<file path="config.mk">
export PLATFORM = sky130hd
export DESIGN_NAME = adc_status_irq_logic
export DESIGN_NICKNAME = d
export VERILOG_FILES = /design/src/logic/overrange_tick.v /design/src/logic/result_slot.v /design/src/logic/adc_status_irq_logic.v
export VERILOG_INCLUDE_DIRS = /design/src /design/src/logic
export SDC_FILE = /design/constraint.sdc
export NUM_CORES = 1
export LEC_CHECK = 0
export ABC_AREA = 0
export BUFFER_PORTS_ARGS = -buffer_cell sky130_fd_sc_hd__buf_2
export CORE_MARGIN = 5
export CORE_UTILIZATION = 60
export DETAILED_ROUTE_END_ITERATION = 12
export HOLD_SLACK_MARGIN = 0.15
export PLACE_DENSITY = 0.93
export SETUP_SLACK_MARGIN = 0.02
export SLEW_MARGIN = 15
export SYNTH_ARGS = -nofsm -noshare
export SYNTH_HDL_FRONTEND = slang
export SYNTH_HIERARCHICAL = 1
export SYNTH_SLANG_ARGS = --single-unit
</file>
<file path="constraint.sdc">
create_clock -name clk -period 5.07 [get_ports clk]
set_clock_uncertainty 0.15 [all_clocks]
set_input_delay 0.507 -clock clk [delete_from_list [all_inputs] [get_ports clk]]
set_output_delay 0.507 -clock clk [all_outputs]
set_load 0.1 [all_outputs]
</file>
<file path="src/logic/adc_status_consts.vh">
// Constants for the converter status and interrupt block
`ifndef ADC_STATUS_CONSTS_VH
`define ADC_STATUS_CONSTS_VH

`define ADDR_W            32
`define DATA_W            16
`define STATUS_ADDR       32'hffff0500
`define MASK_ADDR         32'hffff0504
`define MODE_ADDR         32'hffff0508
`define CURRENT_ADDR      32'hffff050c
`define VOLTAGE_ADDR      32'hffff0510
`define TEMP_ADDR         32'hffff0514
`define CONFIG_ADDR       32'hffff0518
`define THRESH_ADDR       32'hffff051c
`define TCOUNT_ADDR       32'hffff0520
`define CURCTL_ADDR       32'hffff0524

`define STATUS_RESET      16'h0000
`define MASK_RESET        8'h00
`define BYTE_ZERO         8'h00
`define WORD_ZERO         16'h0000
`define WORD_ONE          16'h0001
`define COUNT_ZERO        8'h00
`define COUNT_ONE         8'h01

`define BIT_CUR_RDY       0
`define BIT_VOL_RDY       1
`define BIT_TMP_RDY       2
`define BIT_OVR           3
`define BIT_CMP           4
`define BIT_CUR_ERR       12
`define BIT_VOL_ERR       13
`define BIT_TMP_ERR       14
`define BIT_CAL           15

`define CFG_CMP_EN        0
`define CFG_CNT_EN        1
`define CFG_OVR_EN        2
`define CTL_GAIN_LSB      0
`define CTL_GAIN_MSB      3

`define POS_FULL          16'h7fff
`define NEG_FULL          16'h8000

`define CLK_HZ            100000000
`define OVR_PERIOD_NS     125000
// Last count of a 12500-cycle period at 10 ns per cycle
`define OVR_LAST          14'h30d3
`define TICK_W            14
`define TICK_ZERO         14'h0000
`define TICK_ONE          14'h0001

`endif

</file>
<file path="src/logic/overrange_tick.v">
// Divider giving one enable pulse every overrange sampling period
`timescale 1ns/100ps
`include "adc_status_consts.vh"
module overrange_tick (
	input  wire clk,
	input  wire resetn,
	output reg  tick
);
	localparam [`TICK_W-1:0] LAST = `OVR_LAST;
	reg [`TICK_W-1:0] count_reg;

	always @(posedge clk or negedge resetn) begin
		if (!resetn) begin
			count_reg <= `TICK_ZERO;
			tick      <= 1'b0;
		end else if (count_reg == LAST) begin
			count_reg <= `TICK_ZERO;
			tick      <= 1'b1;
		end else begin
			count_reg <= count_reg + `TICK_ONE;
			tick      <= 1'b0;
		end
	end
endmodule

</file>
<file path="src/logic/result_slot.v">
// One result register with ready-gated update, clamping and error flag
`timescale 1ns/100ps
`include "adc_status_consts.vh"
module result_slot (
	input  wire                clk,
	input  wire                resetn,
	input  wire                valid,
	input  wire                over,
	input  wire                under,
	input  wire [`DATA_W-1:0]  sample,
	input  wire                ready_flag,
	input  wire                core_down,
	output wire                accept,
	output reg  [`DATA_W-1:0]  result_reg,
	output reg                 error_reg
);
	// Core asleep bypasses the ready gate so data stays current
	assign accept = valid & (~ready_flag | core_down);

	always @(posedge clk or negedge resetn) begin
		if (!resetn) begin
			result_reg <= `WORD_ZERO;
			error_reg  <= 1'b0;
		end else if (accept) begin
			if (over)
				result_reg <= `POS_FULL;
			else if (under)
				result_reg <= `NEG_FULL;
			else
				result_reg <= sample;
			error_reg <= over | under;
		end
	end
endmodule

</file>
<file path="src/logic/adc_status_irq_logic.v">
// Converter status word, interrupt mask and result handshake
`timescale 1ns/100ps
`include "adc_status_consts.vh"
// How it works
// - Status bits 15 to 8 never interrupt
// - Interrupt is OR of masked low byte
// - Each low source individually maskable
// - Mask matches low byte, resets all zero
// - Current result read clears all ready flags
// - Current disabled: voltage/temperature read clears all
// - New result blocked until ready flag clears
// - Core powered down: results always update
// - Bit 15 calibration done, cleared by mode write
// - Bits 14-12 set on channel range error
// - Range errors clamp result to full scale
// - Error flag clears on next in-range write
// - Bit 4 set when current exceeds threshold
// - Threshold counter gates comparator flag setting
// - Comparator flag clears on reconfigure or disable
// - Bit 3 sampled every 125 us
// - Overrange holds until disabled or gain change
// - Bit 2 temperature ready, also calibration end
// - Temperature ready cleared by temperature/current read
// - Bit 1 voltage ready, cleared by voltage/current read
// - Bit 0 current ready, cleared by current read
module adc_status_irq_logic (
	input  wire                clk,
	input  wire                resetn,
	input  wire [`ADDR_W-1:0]  addr,
	input  wire                rd_en,
	input  wire                wr_en,
	input  wire [`DATA_W-1:0]  wdata,
	output reg  [`DATA_W-1:0]  rdata,
	output reg                 irq,
	input  wire                core_down,
	input  wire                cur_en,
	input  wire                vol_en,
	input  wire                tmp_en,
	input  wire                cur_valid,
	input  wire                cur_over,
	input  wire                cur_under,
	input  wire [`DATA_W-1:0]  cur_sample,
	input  wire                vol_valid,
	input  wire                vol_over,
	input  wire                vol_under,
	input  wire [`DATA_W-1:0]  vol_sample,
	input  wire                tmp_valid,
	input  wire                tmp_over,
	input  wire                tmp_under,
	input  wire [`DATA_W-1:0]  tmp_sample,
	input  wire                cal_done,
	input  wire                fast_over
);
	reg  [7:0]          mask_reg;
	reg  [7:0]          mode_reg;
	reg  [7:0]          config_reg;
	reg  [7:0]          curctl_reg;
	reg  [`DATA_W-1:0]  thresh_reg;
	reg  [7:0]          tcount_reg;
	reg  [7:0]          hits_reg;
	reg                 cur_rdy_reg;
	reg                 vol_rdy_reg;
	reg                 tmp_rdy_reg;
	reg                 cmp_reg;
	reg                 ovr_reg;
	reg                 cal_reg;
	wire                tick;
	wire                cur_acc;
	wire                vol_acc;
	wire                tmp_acc;
	wire [`DATA_W-1:0]  cur_res;
	wire [`DATA_W-1:0]  vol_res;
	wire [`DATA_W-1:0]  tmp_res;
	wire                cur_err;
	wire                vol_err;
	wire                tmp_err;
	wire [`DATA_W-1:0]  status;
	wire [`DATA_W-1:0]  magnitude;
	wire                rd_cur;
	wire                rd_vol;
	wire                rd_tmp;
	wire                rd_clear_all;
	wire                cfg_write;
	wire                gain_change;
	wire                exceeds;
	wire [`DATA_W-1:0]  cur_in;
	wire                set_cur;
	wire                set_vol;
	wire                set_tmp;
	wire                clr_vol;
	wire                clr_tmp;
	wire                mode_write;

	function hit;
		input [`ADDR_W-1:0] a;
		input [`ADDR_W-1:0] target;
		begin
			hit = (a == target);
		end
	endfunction

	function [`DATA_W-1:0] abs_mag;
		input [`DATA_W-1:0] v;
		begin
			abs_mag = v[`DATA_W-1] ? (~v + `WORD_ONE) : v;
		end
	endfunction

	function [`DATA_W-1:0] clamp_in;
		input               over;
		input               under;
		input [`DATA_W-1:0] sample;
		begin
			if (over)
				clamp_in = `POS_FULL;
			else if (under)
				clamp_in = `NEG_FULL;
			else
				clamp_in = sample;
		end
	endfunction

	overrange_tick u_tick (
		.clk    (clk),
		.resetn (resetn),
		.tick   (tick)
	);

	result_slot u_cur (
		.clk        (clk),
		.resetn     (resetn),
		.valid      (cur_valid),
		.over       (cur_over),
		.under      (cur_under),
		.sample     (cur_sample),
		.ready_flag (cur_rdy_reg),
		.core_down  (core_down),
		.accept     (cur_acc),
		.result_reg (cur_res),
		.error_reg  (cur_err)
	);

	result_slot u_vol (
		.clk        (clk),
		.resetn     (resetn),
		.valid      (vol_valid),
		.over       (vol_over),
		.under      (vol_under),
		.sample     (vol_sample),
		.ready_flag (vol_rdy_reg),
		.core_down  (core_down),
		.accept     (vol_acc),
		.result_reg (vol_res),
		.error_reg  (vol_err)
	);

	result_slot u_tmp (
		.clk        (clk),
		.resetn     (resetn),
		.valid      (tmp_valid),
		.over       (tmp_over),
		.under      (tmp_under),
		.sample     (tmp_sample),
		.ready_flag (tmp_rdy_reg),
		.core_down  (core_down),
		.accept     (tmp_acc),
		.result_reg (tmp_res),
		.error_reg  (tmp_err)
	);

	assign rd_cur = rd_en & hit(addr, `CURRENT_ADDR);
	assign rd_vol = rd_en & hit(addr, `VOLTAGE_ADDR);
	assign rd_tmp = rd_en & hit(addr, `TEMP_ADDR);
	assign rd_clear_all = rd_cur | (~cur_en & (rd_vol | rd_tmp));
	assign mode_write = wr_en & hit(addr, `MODE_ADDR);
	assign cfg_write = mode_write | (wr_en & hit(addr, `CONFIG_ADDR));
	assign gain_change = wr_en & hit(addr, `CURCTL_ADDR) &
		(wdata[`CTL_GAIN_MSB:`CTL_GAIN_LSB] != curctl_reg[`CTL_GAIN_MSB:`CTL_GAIN_LSB]);
	// Compare the arriving value; the result register still holds the last one
	assign cur_in = clamp_in(cur_over, cur_under, cur_sample);
	assign magnitude = abs_mag(cur_in);
	assign exceeds = magnitude > thresh_reg;
	assign set_cur = (cur_acc & cur_en) | cal_done;
	assign set_vol = (vol_acc & vol_en) | cal_done;
	assign set_tmp = (tmp_acc & tmp_en) | cal_done;
	assign clr_vol = rd_clear_all | rd_vol;
	assign clr_tmp = rd_clear_all | rd_tmp;

	// Reserved bits 11 to 5 tie to zero
	assign status = {cal_reg, tmp_err, vol_err, cur_err, 7'h00,
		cmp_reg, ovr_reg, tmp_rdy_reg, vol_rdy_reg, cur_rdy_reg};

	// Control registers; status word has no write path
	always @(posedge clk or negedge resetn) begin
		if (!resetn) begin
			mask_reg   <= `MASK_RESET;
			mode_reg   <= `BYTE_ZERO;
			config_reg <= `BYTE_ZERO;
			curctl_reg <= `BYTE_ZERO;
			thresh_reg <= `WORD_ZERO;
			tcount_reg <= `BYTE_ZERO;
		end else if (wr_en) begin
			if (hit(addr, `MASK_ADDR))
				mask_reg <= wdata[7:0];
			else if (hit(addr, `MODE_ADDR))
				mode_reg <= wdata[7:0];
			else if (hit(addr, `CONFIG_ADDR))
				config_reg <= wdata[7:0];
			else if (hit(addr, `CURCTL_ADDR))
				curctl_reg <= wdata[7:0];
			else if (hit(addr, `THRESH_ADDR))
				thresh_reg <= wdata;
			else if (hit(addr, `TCOUNT_ADDR))
				tcount_reg <= wdata[7:0];
		end
	end

	// Ready flags: a set in the clearing cycle wins
	always @(posedge clk or negedge resetn) begin
		if (!resetn) begin
			cur_rdy_reg <= 1'b0;
			vol_rdy_reg <= 1'b0;
			tmp_rdy_reg <= 1'b0;
		end else begin
			if (set_cur)
				cur_rdy_reg <= 1'b1;
			else if (rd_clear_all)
				cur_rdy_reg <= 1'b0;
			if (set_vol)
				vol_rdy_reg <= 1'b1;
			else if (clr_vol)
				vol_rdy_reg <= 1'b0;
			if (set_tmp)
				tmp_rdy_reg <= 1'b1;
			else if (clr_tmp)
				tmp_rdy_reg <= 1'b0;
		end
	end

	// Calibration flag; a finishing calibration beats the mode write
	always @(posedge clk or negedge resetn) begin
		if (!resetn)
			cal_reg <= 1'b0;
		else if (cal_done)
			cal_reg <= 1'b1;
		else if (mode_write)
			cal_reg <= 1'b0;
	end

	// Comparator with optional hit counter
	always @(posedge clk or negedge resetn) begin
		if (!resetn) begin
			cmp_reg  <= 1'b0;
			hits_reg <= `COUNT_ZERO;
		end else if (cfg_write | ~config_reg[`CFG_CMP_EN]) begin
			cmp_reg  <= 1'b0;
			hits_reg <= `COUNT_ZERO;
		end else if (cur_acc & exceeds) begin
			if (!config_reg[`CFG_CNT_EN])
				cmp_reg <= 1'b1;
			else if (hits_reg + `COUNT_ONE == tcount_reg)
				cmp_reg <= 1'b1;
			if (hits_reg != tcount_reg)
				hits_reg <= hits_reg + `COUNT_ONE;
		end
	end

	// Overrange sampled on the divider tick, sticky until disabled or gain change
	always @(posedge clk or negedge resetn) begin
		if (!resetn)
			ovr_reg <= 1'b0;
		else if (tick & fast_over & config_reg[`CFG_OVR_EN])
			ovr_reg <= 1'b1;
		else if (~config_reg[`CFG_OVR_EN] | gain_change)
			ovr_reg <= 1'b0;
	end

	// Registered read data and level interrupt
	always @(posedge clk or negedge resetn) begin
		if (!resetn) begin
			rdata <= `WORD_ZERO;
			irq   <= 1'b0;
		end else begin
			irq <= |(status[7:0] & mask_reg);
			if (!rd_en)
				rdata <= `WORD_ZERO;
			else if (hit(addr, `STATUS_ADDR))
				rdata <= status;
			else if (hit(addr, `MASK_ADDR))
				rdata <= {`BYTE_ZERO, mask_reg};
			else if (hit(addr, `MODE_ADDR))
				rdata <= {`BYTE_ZERO, mode_reg};
			else if (rd_cur)
				rdata <= cur_res;
			else if (rd_vol)
				rdata <= vol_res;
			else if (rd_tmp)
				rdata <= tmp_res;
			else if (hit(addr, `CONFIG_ADDR))
				rdata <= {`BYTE_ZERO, config_reg};
			else if (hit(addr, `CURCTL_ADDR))
				rdata <= {`BYTE_ZERO, curctl_reg};
			else if (hit(addr, `THRESH_ADDR))
				rdata <= thresh_reg;
			else if (hit(addr, `TCOUNT_ADDR))
				rdata <= {`BYTE_ZERO, tcount_reg};
			else
				rdata <= `WORD_ZERO;
		end
	end
endmodule

</file>
# Word level (Yosys, flattened, before mapping)

Index checks and enable logic that the tools add are counted.

Flip-flop bits (word level): 153
Latch bits: 0
Memory bits (writable): 0
Bits in read-only memories: 0
Input bits: 115
Output and inout port bits: 17
Logic and storage cells: 141
Memories kept: 0

$add $sub $neg: 3
$mul: 0
Div/mod/pow operators: 0
Magnitude comparators: 1
Eq/ne operators: 15
Shift-type cells: 0
Mux-type cells: 37
Bitwise gates (word level): 46
Reduce and logical (&&, ||, !) cells: 16

Operators with widths:

| operator                                                         | number |
|---|---|
| 32-bit == test (second input constant)                           | 10 |
| 16-bit 2-to-1 mux                                                | 17 |
| 8-bit 2-to-1 mux                                                 | 4 |
| 1-bit bitwise AND                                                | 17 |
| 16-bit by 1-bit adder with 16-bit output (second input constant) | 1 |
| 16-bit > comparator                                              | 1 |
| 16-bit NOT                                                       | 1 |
| 1-bit bitwise OR                                                 | 16 |
| 1-bit 2-to-1 mux                                                 | 15 |
| 14-bit by 1-bit adder with 14-bit output (second input constant) | 1 |
| 14-bit == test (second input constant)                           | 1 |
| 14-bit 2-to-1 mux                                                | 1 |
| 2-bit nonzero test                                               | 7 |
| 1-bit NOT                                                        | 11 |
| 8-bit by 1-bit adder with 8-bit output (second input constant)   | 1 |
| 5-bit by 8-bit bitwise AND with 8-bit output                     | 1 |
| 8-bit == test                                                    | 1 |
| 8-bit != test                                                    | 1 |
| 8-bit OR reduction                                               | 1 |
| 7-bit AND reduction                                              | 1 |
| 2-bit AND reduction                                              | 3 |
| 6-bit AND reduction                                              | 1 |
| 5-bit AND reduction                                              | 1 |
| 4-bit != test                                                    | 1 |
| 3 further kinds                                                  | 3 |

# Longest topological paths before layout

Depth in word-level cells: 12
Depth in mapped cells: 19
Depth with buffers taken out: 17

# Hierarchy

Netlist, hierarchy kept.

Modules (own cells, without submodules):

| module               | times used | cells an instance | area each (um^2) | seq. area each (um^2) |
|---|---|---|---|---|
| adc_status_irq_logic | 1          | 592               | 5641.7           | 2177.1 |
| result_slot          | 3          | 77                | 809.5            | 425.4 |
| overrange_tick       | 1          | 63                | 759.5            | 375.4 |

# Least setup slack after synthesis

OpenSTA, ideal clock, no wires.

Kind: input to register
Start point: in cur_under
End point: reg hits_reg[0]
Library setup time: 130 ps
Arrival time: 4471 ps
Required time: 4790 ps
Slack: 319 ps
Cell stages on the path: 18
Path buffers: 2
Path through: clkbuf_1 > inv_1 > clkbuf_1 > a21oi_1 > ha_1 > nor2b_1 > o21ai_0 > o21ai_0 > o31a_1 > o21ai_0 > a32oi_1 > ha_1 > a21o_1 > a221o_1 > nor4_1 > nor2_1 > xnor2_1 > nor2_1

Cells in the longest elaborated chain, start to end: 9

Ends and longest elaborated chain:

| item                                               | line                       | RTL |
|---|---|---|
| start: declaration                                 | adc_status_irq_logic.v:41  | `input wire cur_under,` |
| 16-bit 2-to-1 mux (*)                              | adc_status_irq_logic.v:116 | `else if (under)` |
| 16-bit 2-to-1 mux (*)                              | adc_status_irq_logic.v:114 | `if (over)` |
| 16-bit NOT                                         | adc_status_irq_logic.v:105 | `` abs_mag = v[`DATA_W-1] ? (~v + `WORD_ONE) : v; `` |
| 16-bit by 1-bit adder with 16-bit output (no line) | n/a                        |  |
| 16-bit 2-to-1 mux (*)                              | adc_status_irq_logic.v:105 |  |
| 16-bit > comparator (*)                            | adc_status_irq_logic.v:182 | `assign exceeds = magnitude > thresh_reg;` |
| 1-bit bitwise AND (*)                              | adc_status_irq_logic.v:258 | `end else if (cur_acc & exceeds) begin` |
| 2-bit nonzero test (no line) (*)                   | n/a                        |  |
| 2-bit AND reduction (no line) (*)                  | n/a                        |  |
| end signal: assignment                             | adc_status_irq_logic.v:254 | `` hits_reg <= `COUNT_ZERO; `` |
| end signal: assignment                             | adc_status_irq_logic.v:257 | `` hits_reg <= `COUNT_ZERO; `` |
| end signal: assignment                             | adc_status_irq_logic.v:264 | `` hits_reg <= hits_reg + `COUNT_ONE; `` |
| end: declaration                                   | adc_status_irq_logic.v:60  | `reg [7:0] hits_reg;` |

Mark *: on every way between the ends. The rest lies on a longest branch, timed or not.
A chain may end at the register's enable or synchronous reset.

# Worst setup path after layout

Ends and elaborated chain as after synthesis.

==> impl_metrics.ini <==
[flow_run]
cap_violations = 0

[die]
floorplan.die.height_um = 131.3
floorplan_row_count = 44
floorplan.die.width_um = 131.3
floorplan.die_area_mm2 = 0.01724
number_of_placed_i_o_pins = 132
floorplan.initialDensity_pct = 60.98
fp.coreArea_mm2 = 0.01448

[hold_path]
min_delay_worst_type = input port to register

[clocking]
number_of_clock_sinks = 153
clock_insertion_delay_worst_skew_ps = 430
cts.path.max_buffers = 2
htree_levels = 4
cts_root_buffer = sky130_fd_sc_hd__clkbuf_16
cts.repair.resized = 0
clock_tree_from_tritoncts = yes
post_cts_clock_slew_at_the_launch_and_capture_registers_of_the_worst_setup_and_hold_paths_ps = 60
numCtsBuffers = 17

[sta]
fmax_mhz = 235.3
grt_setup_unrepaired = no
setup_total_negative_slack_ps = 0
final-hold-violation-count = 0
final_min_period_over_clock_period_pct = 83.84
timing_worst_slew_pin_value_ps = 1215
finalWorstSetupSlack_ps = 819.3
report.final.setup_viol = 0
final-max-slew-violation-count = 0
slew-limit-headroom_pct = 18.35
timing.final.crit_period_ps = 4251

[cells_and_area]
fin_cells = 1202
final_common_cell = sky130_fd_sc_hd__dfrtp_1
fill_cells = 970
syn_to_final_growth_pct = 15.16
diodes = 0
most-common-layout-cells = 153 x sky130_fd_sc_hd__dfrtp_1, 130 x sky130_fd_sc_hd__buf_2, 99 x sky130_fd_sc_hd__a21oi_1
nets = 1141
share_of_cells_above_drive_strength_1_pct = 25.54

[synthesis]
synth-edff-count = 0
netlist_instances = 886
avgSynthCellArea_um2 = 9.966
share_of_the_synthesized_area_in_the_top_cell_type_pct = 43.36
yosys_most_used_dff = sky130_fd_sc_hd__dfrtp_1
netlist_area_mm2 = 0.008830
post_synth_main_area_contributors = sky130_fd_sc_hd__dfrtp_1 43%, sky130_fd_sc_hd__mux2_2 6.2%, sky130_fd_sc_hd__mux2i_1 6.0%
synth_fp_nets = 1021
ys_types = 80
postSynth.asyncResetShare_pct = 100.0
synth.yosys.seq_area_share_pct = 43.36
yosysTopAreaCell = sky130_fd_sc_hd__dfrtp_1
yosys_warnings = 6
ys_ff_latch = 153

[setup_path]
start_kind = input port
end_kind = register
endpoint_required_time_on_the_critical_path_ps = 5210
critPathKind = input port to register
critical_path_arrival_ps = 4390
worstPathMaxFanout = 14

[routing]
route.detailed.wl_per_inst_um = 21.32
detail_route.wirelength_um = 25630
route.vias.total = 7709
dr.first_iter.drc_count = 1064
drc_errors = 0
route.detailed.vias_per_inst = 6.413
drt-pass1-iter-count = 6
antenna_left = 0

[grt]
pin_count_of_the_biggest_net_entering_global_routing = 118
antenna_found_initial = 0
gr-total-overflow = 0
first_global_vias = 7826
global_route.usage.total_pct = 29.56
first_pass_grt_wire_length_um = 41190

[outcome]
status = finished clean

[place]
dp.cells = 1164
io_buffers = 131
detailed_place_hpwl_um = 18080
gp_routability_congestion = 1.020
post-place-ws_ps = 499.7

[pwr]
ir_drop_mv = 0.2427
leakagePower_uw = 0.005077
power.density_cell_area_mw_per_mm2 = 282.4
-- worst paths after layout --
| path | from | to | slack [ps] | depth (start not counted) |
|---|---|---|---|---|
| max in group asynchronous | resetn | thresh_reg[7] | 3130 | 4 |
| min in group asynchronous | resetn | rdata[3] | 400 | 2 |
| min | wdata[8] | thresh_reg[8] | 160 | 2 |
| max | cur_under | hits_reg[0] | 820 | 17 |
| min reg2reg | u_tick/count_reg[13] | u_tick/count_reg[13] | 350 | 1 |
| max reg2reg | thresh_reg[11] | hits_reg[0] | 2210 | 9 |
-- through the flow --
step	cell area [um^2]	hold slack [ps]	total power [uW]	util [%]
6_report	10170	162.7	2871	70.23
5_1_grt	10170	163.6	2971	70.23
4_1_cts	10140	157.6	2863	70.04
3_5_place_dp	9519	336.8	1660	65.74
3_3_place_gp	9513	323.2	1642	65.70
2_1_floorplan	8830	61.41	1515	-
-- kinds of logic (layout without fill, tap and decap cells) --
| family | Yosys count | count (layout) | share of synthesized area (%) |
|---|---|---|---|
| XOR/XNOR | 37 | 37 | 3.670 |
| buffers and inverters | 121 | 253 | 6.192 |
| AND/OR/NAND/NOR | 228 | 228 | 14.75 |
| adder cells (fa/ha/maj) | 20 | 20 | 2.834 |
| flip-flops | 153 | 153 | 43.36 |
| multiplexers | 112 | 112 | 13.53 |
| AO/OA/AOI/OAI | 215 | 215 | 15.66 |
-- timing repair --
item                                   4_1_cts  5_1_grt
endpoints found under the hold margin       69        0
hold buffers                                 6        0
setup buffers                                0        0
-- layer usage --
layer  vias up  GRT usage [%]  routed length [um]
met1      3737          36.97                9715
met5         -              0                   0
met2       464          48.11               12510
met4         0          13.03                1185
met3        96          8.333                2215
li1       3412              -                   -
-- power breakdown --
group	internal, uW	total (uW)	switching (uW)
combinational	132	329	197
clock	692	1210	519
sequential	1280	1330	47.0
total	2110	2870	764
-- cells in the mapped netlist, drive strengths merged, types with 9 or more instances --
| library cell | number |
|---|---|
| nor2 | 70 |
| dfrtp | 153 |
| mux2i | 53 |
| nor2b | 15 |
| nor4 | 10 |
| ha | 20 |
| nor3 | 15 |
| clkbuf | 19 |
| nand4 | 16 |
| xor2 | 19 |
| nand2b | 9 |
| a21oi | 100 |
| or2 | 9 |
| buf | 24 |
| nand3 | 23 |
| nand2 | 29 |
| o21ai | 27 |
| inv | 78 |
| xnor2 | 18 |
| a22oi | 10 |
| mux2 | 59 |
-- worst max-delay path, stage by stage --
cell and delay (ps):
sky130_fd_sc_hd__buf_2 260, sky130_fd_sc_hd__inv_1 110, sky130_fd_sc_hd__a21oi_1 200, sky130_fd_sc_hd__ha_1 290
sky130_fd_sc_hd__nor2b_1 150, sky130_fd_sc_hd__o21ai_0 140, sky130_fd_sc_hd__o21ai_0 260, sky130_fd_sc_hd__o31a_1 230
sky130_fd_sc_hd__o21ai_0 100, sky130_fd_sc_hd__a32oi_1 210, sky130_fd_sc_hd__ha_1 270, sky130_fd_sc_hd__a21o_1 180
sky130_fd_sc_hd__a221o_1 360, sky130_fd_sc_hd__nor4_2 630, sky130_fd_sc_hd__nor2_1 200, sky130_fd_sc_hd__xnor2_1 220
sky130_fd_sc_hd__nor2_1 70
-- area by class of cell --
class / instances / area (um^2) / area share (%)
timing repair buffer: 144 / 794.5 / 7.813
tap: 184 / 230.2 / 2.264
clock buffer: 19 / 442.9 / 4.356
multi-input combinational: 612 / 4461 / 43.87
inverter: 78 / 292.8 / 2.879
clock inverter: 12 / 118.9 / 1.169
sequential: 153 / 3829 / 37.65
Note: power is estimated with default switching activity, not from simulation.
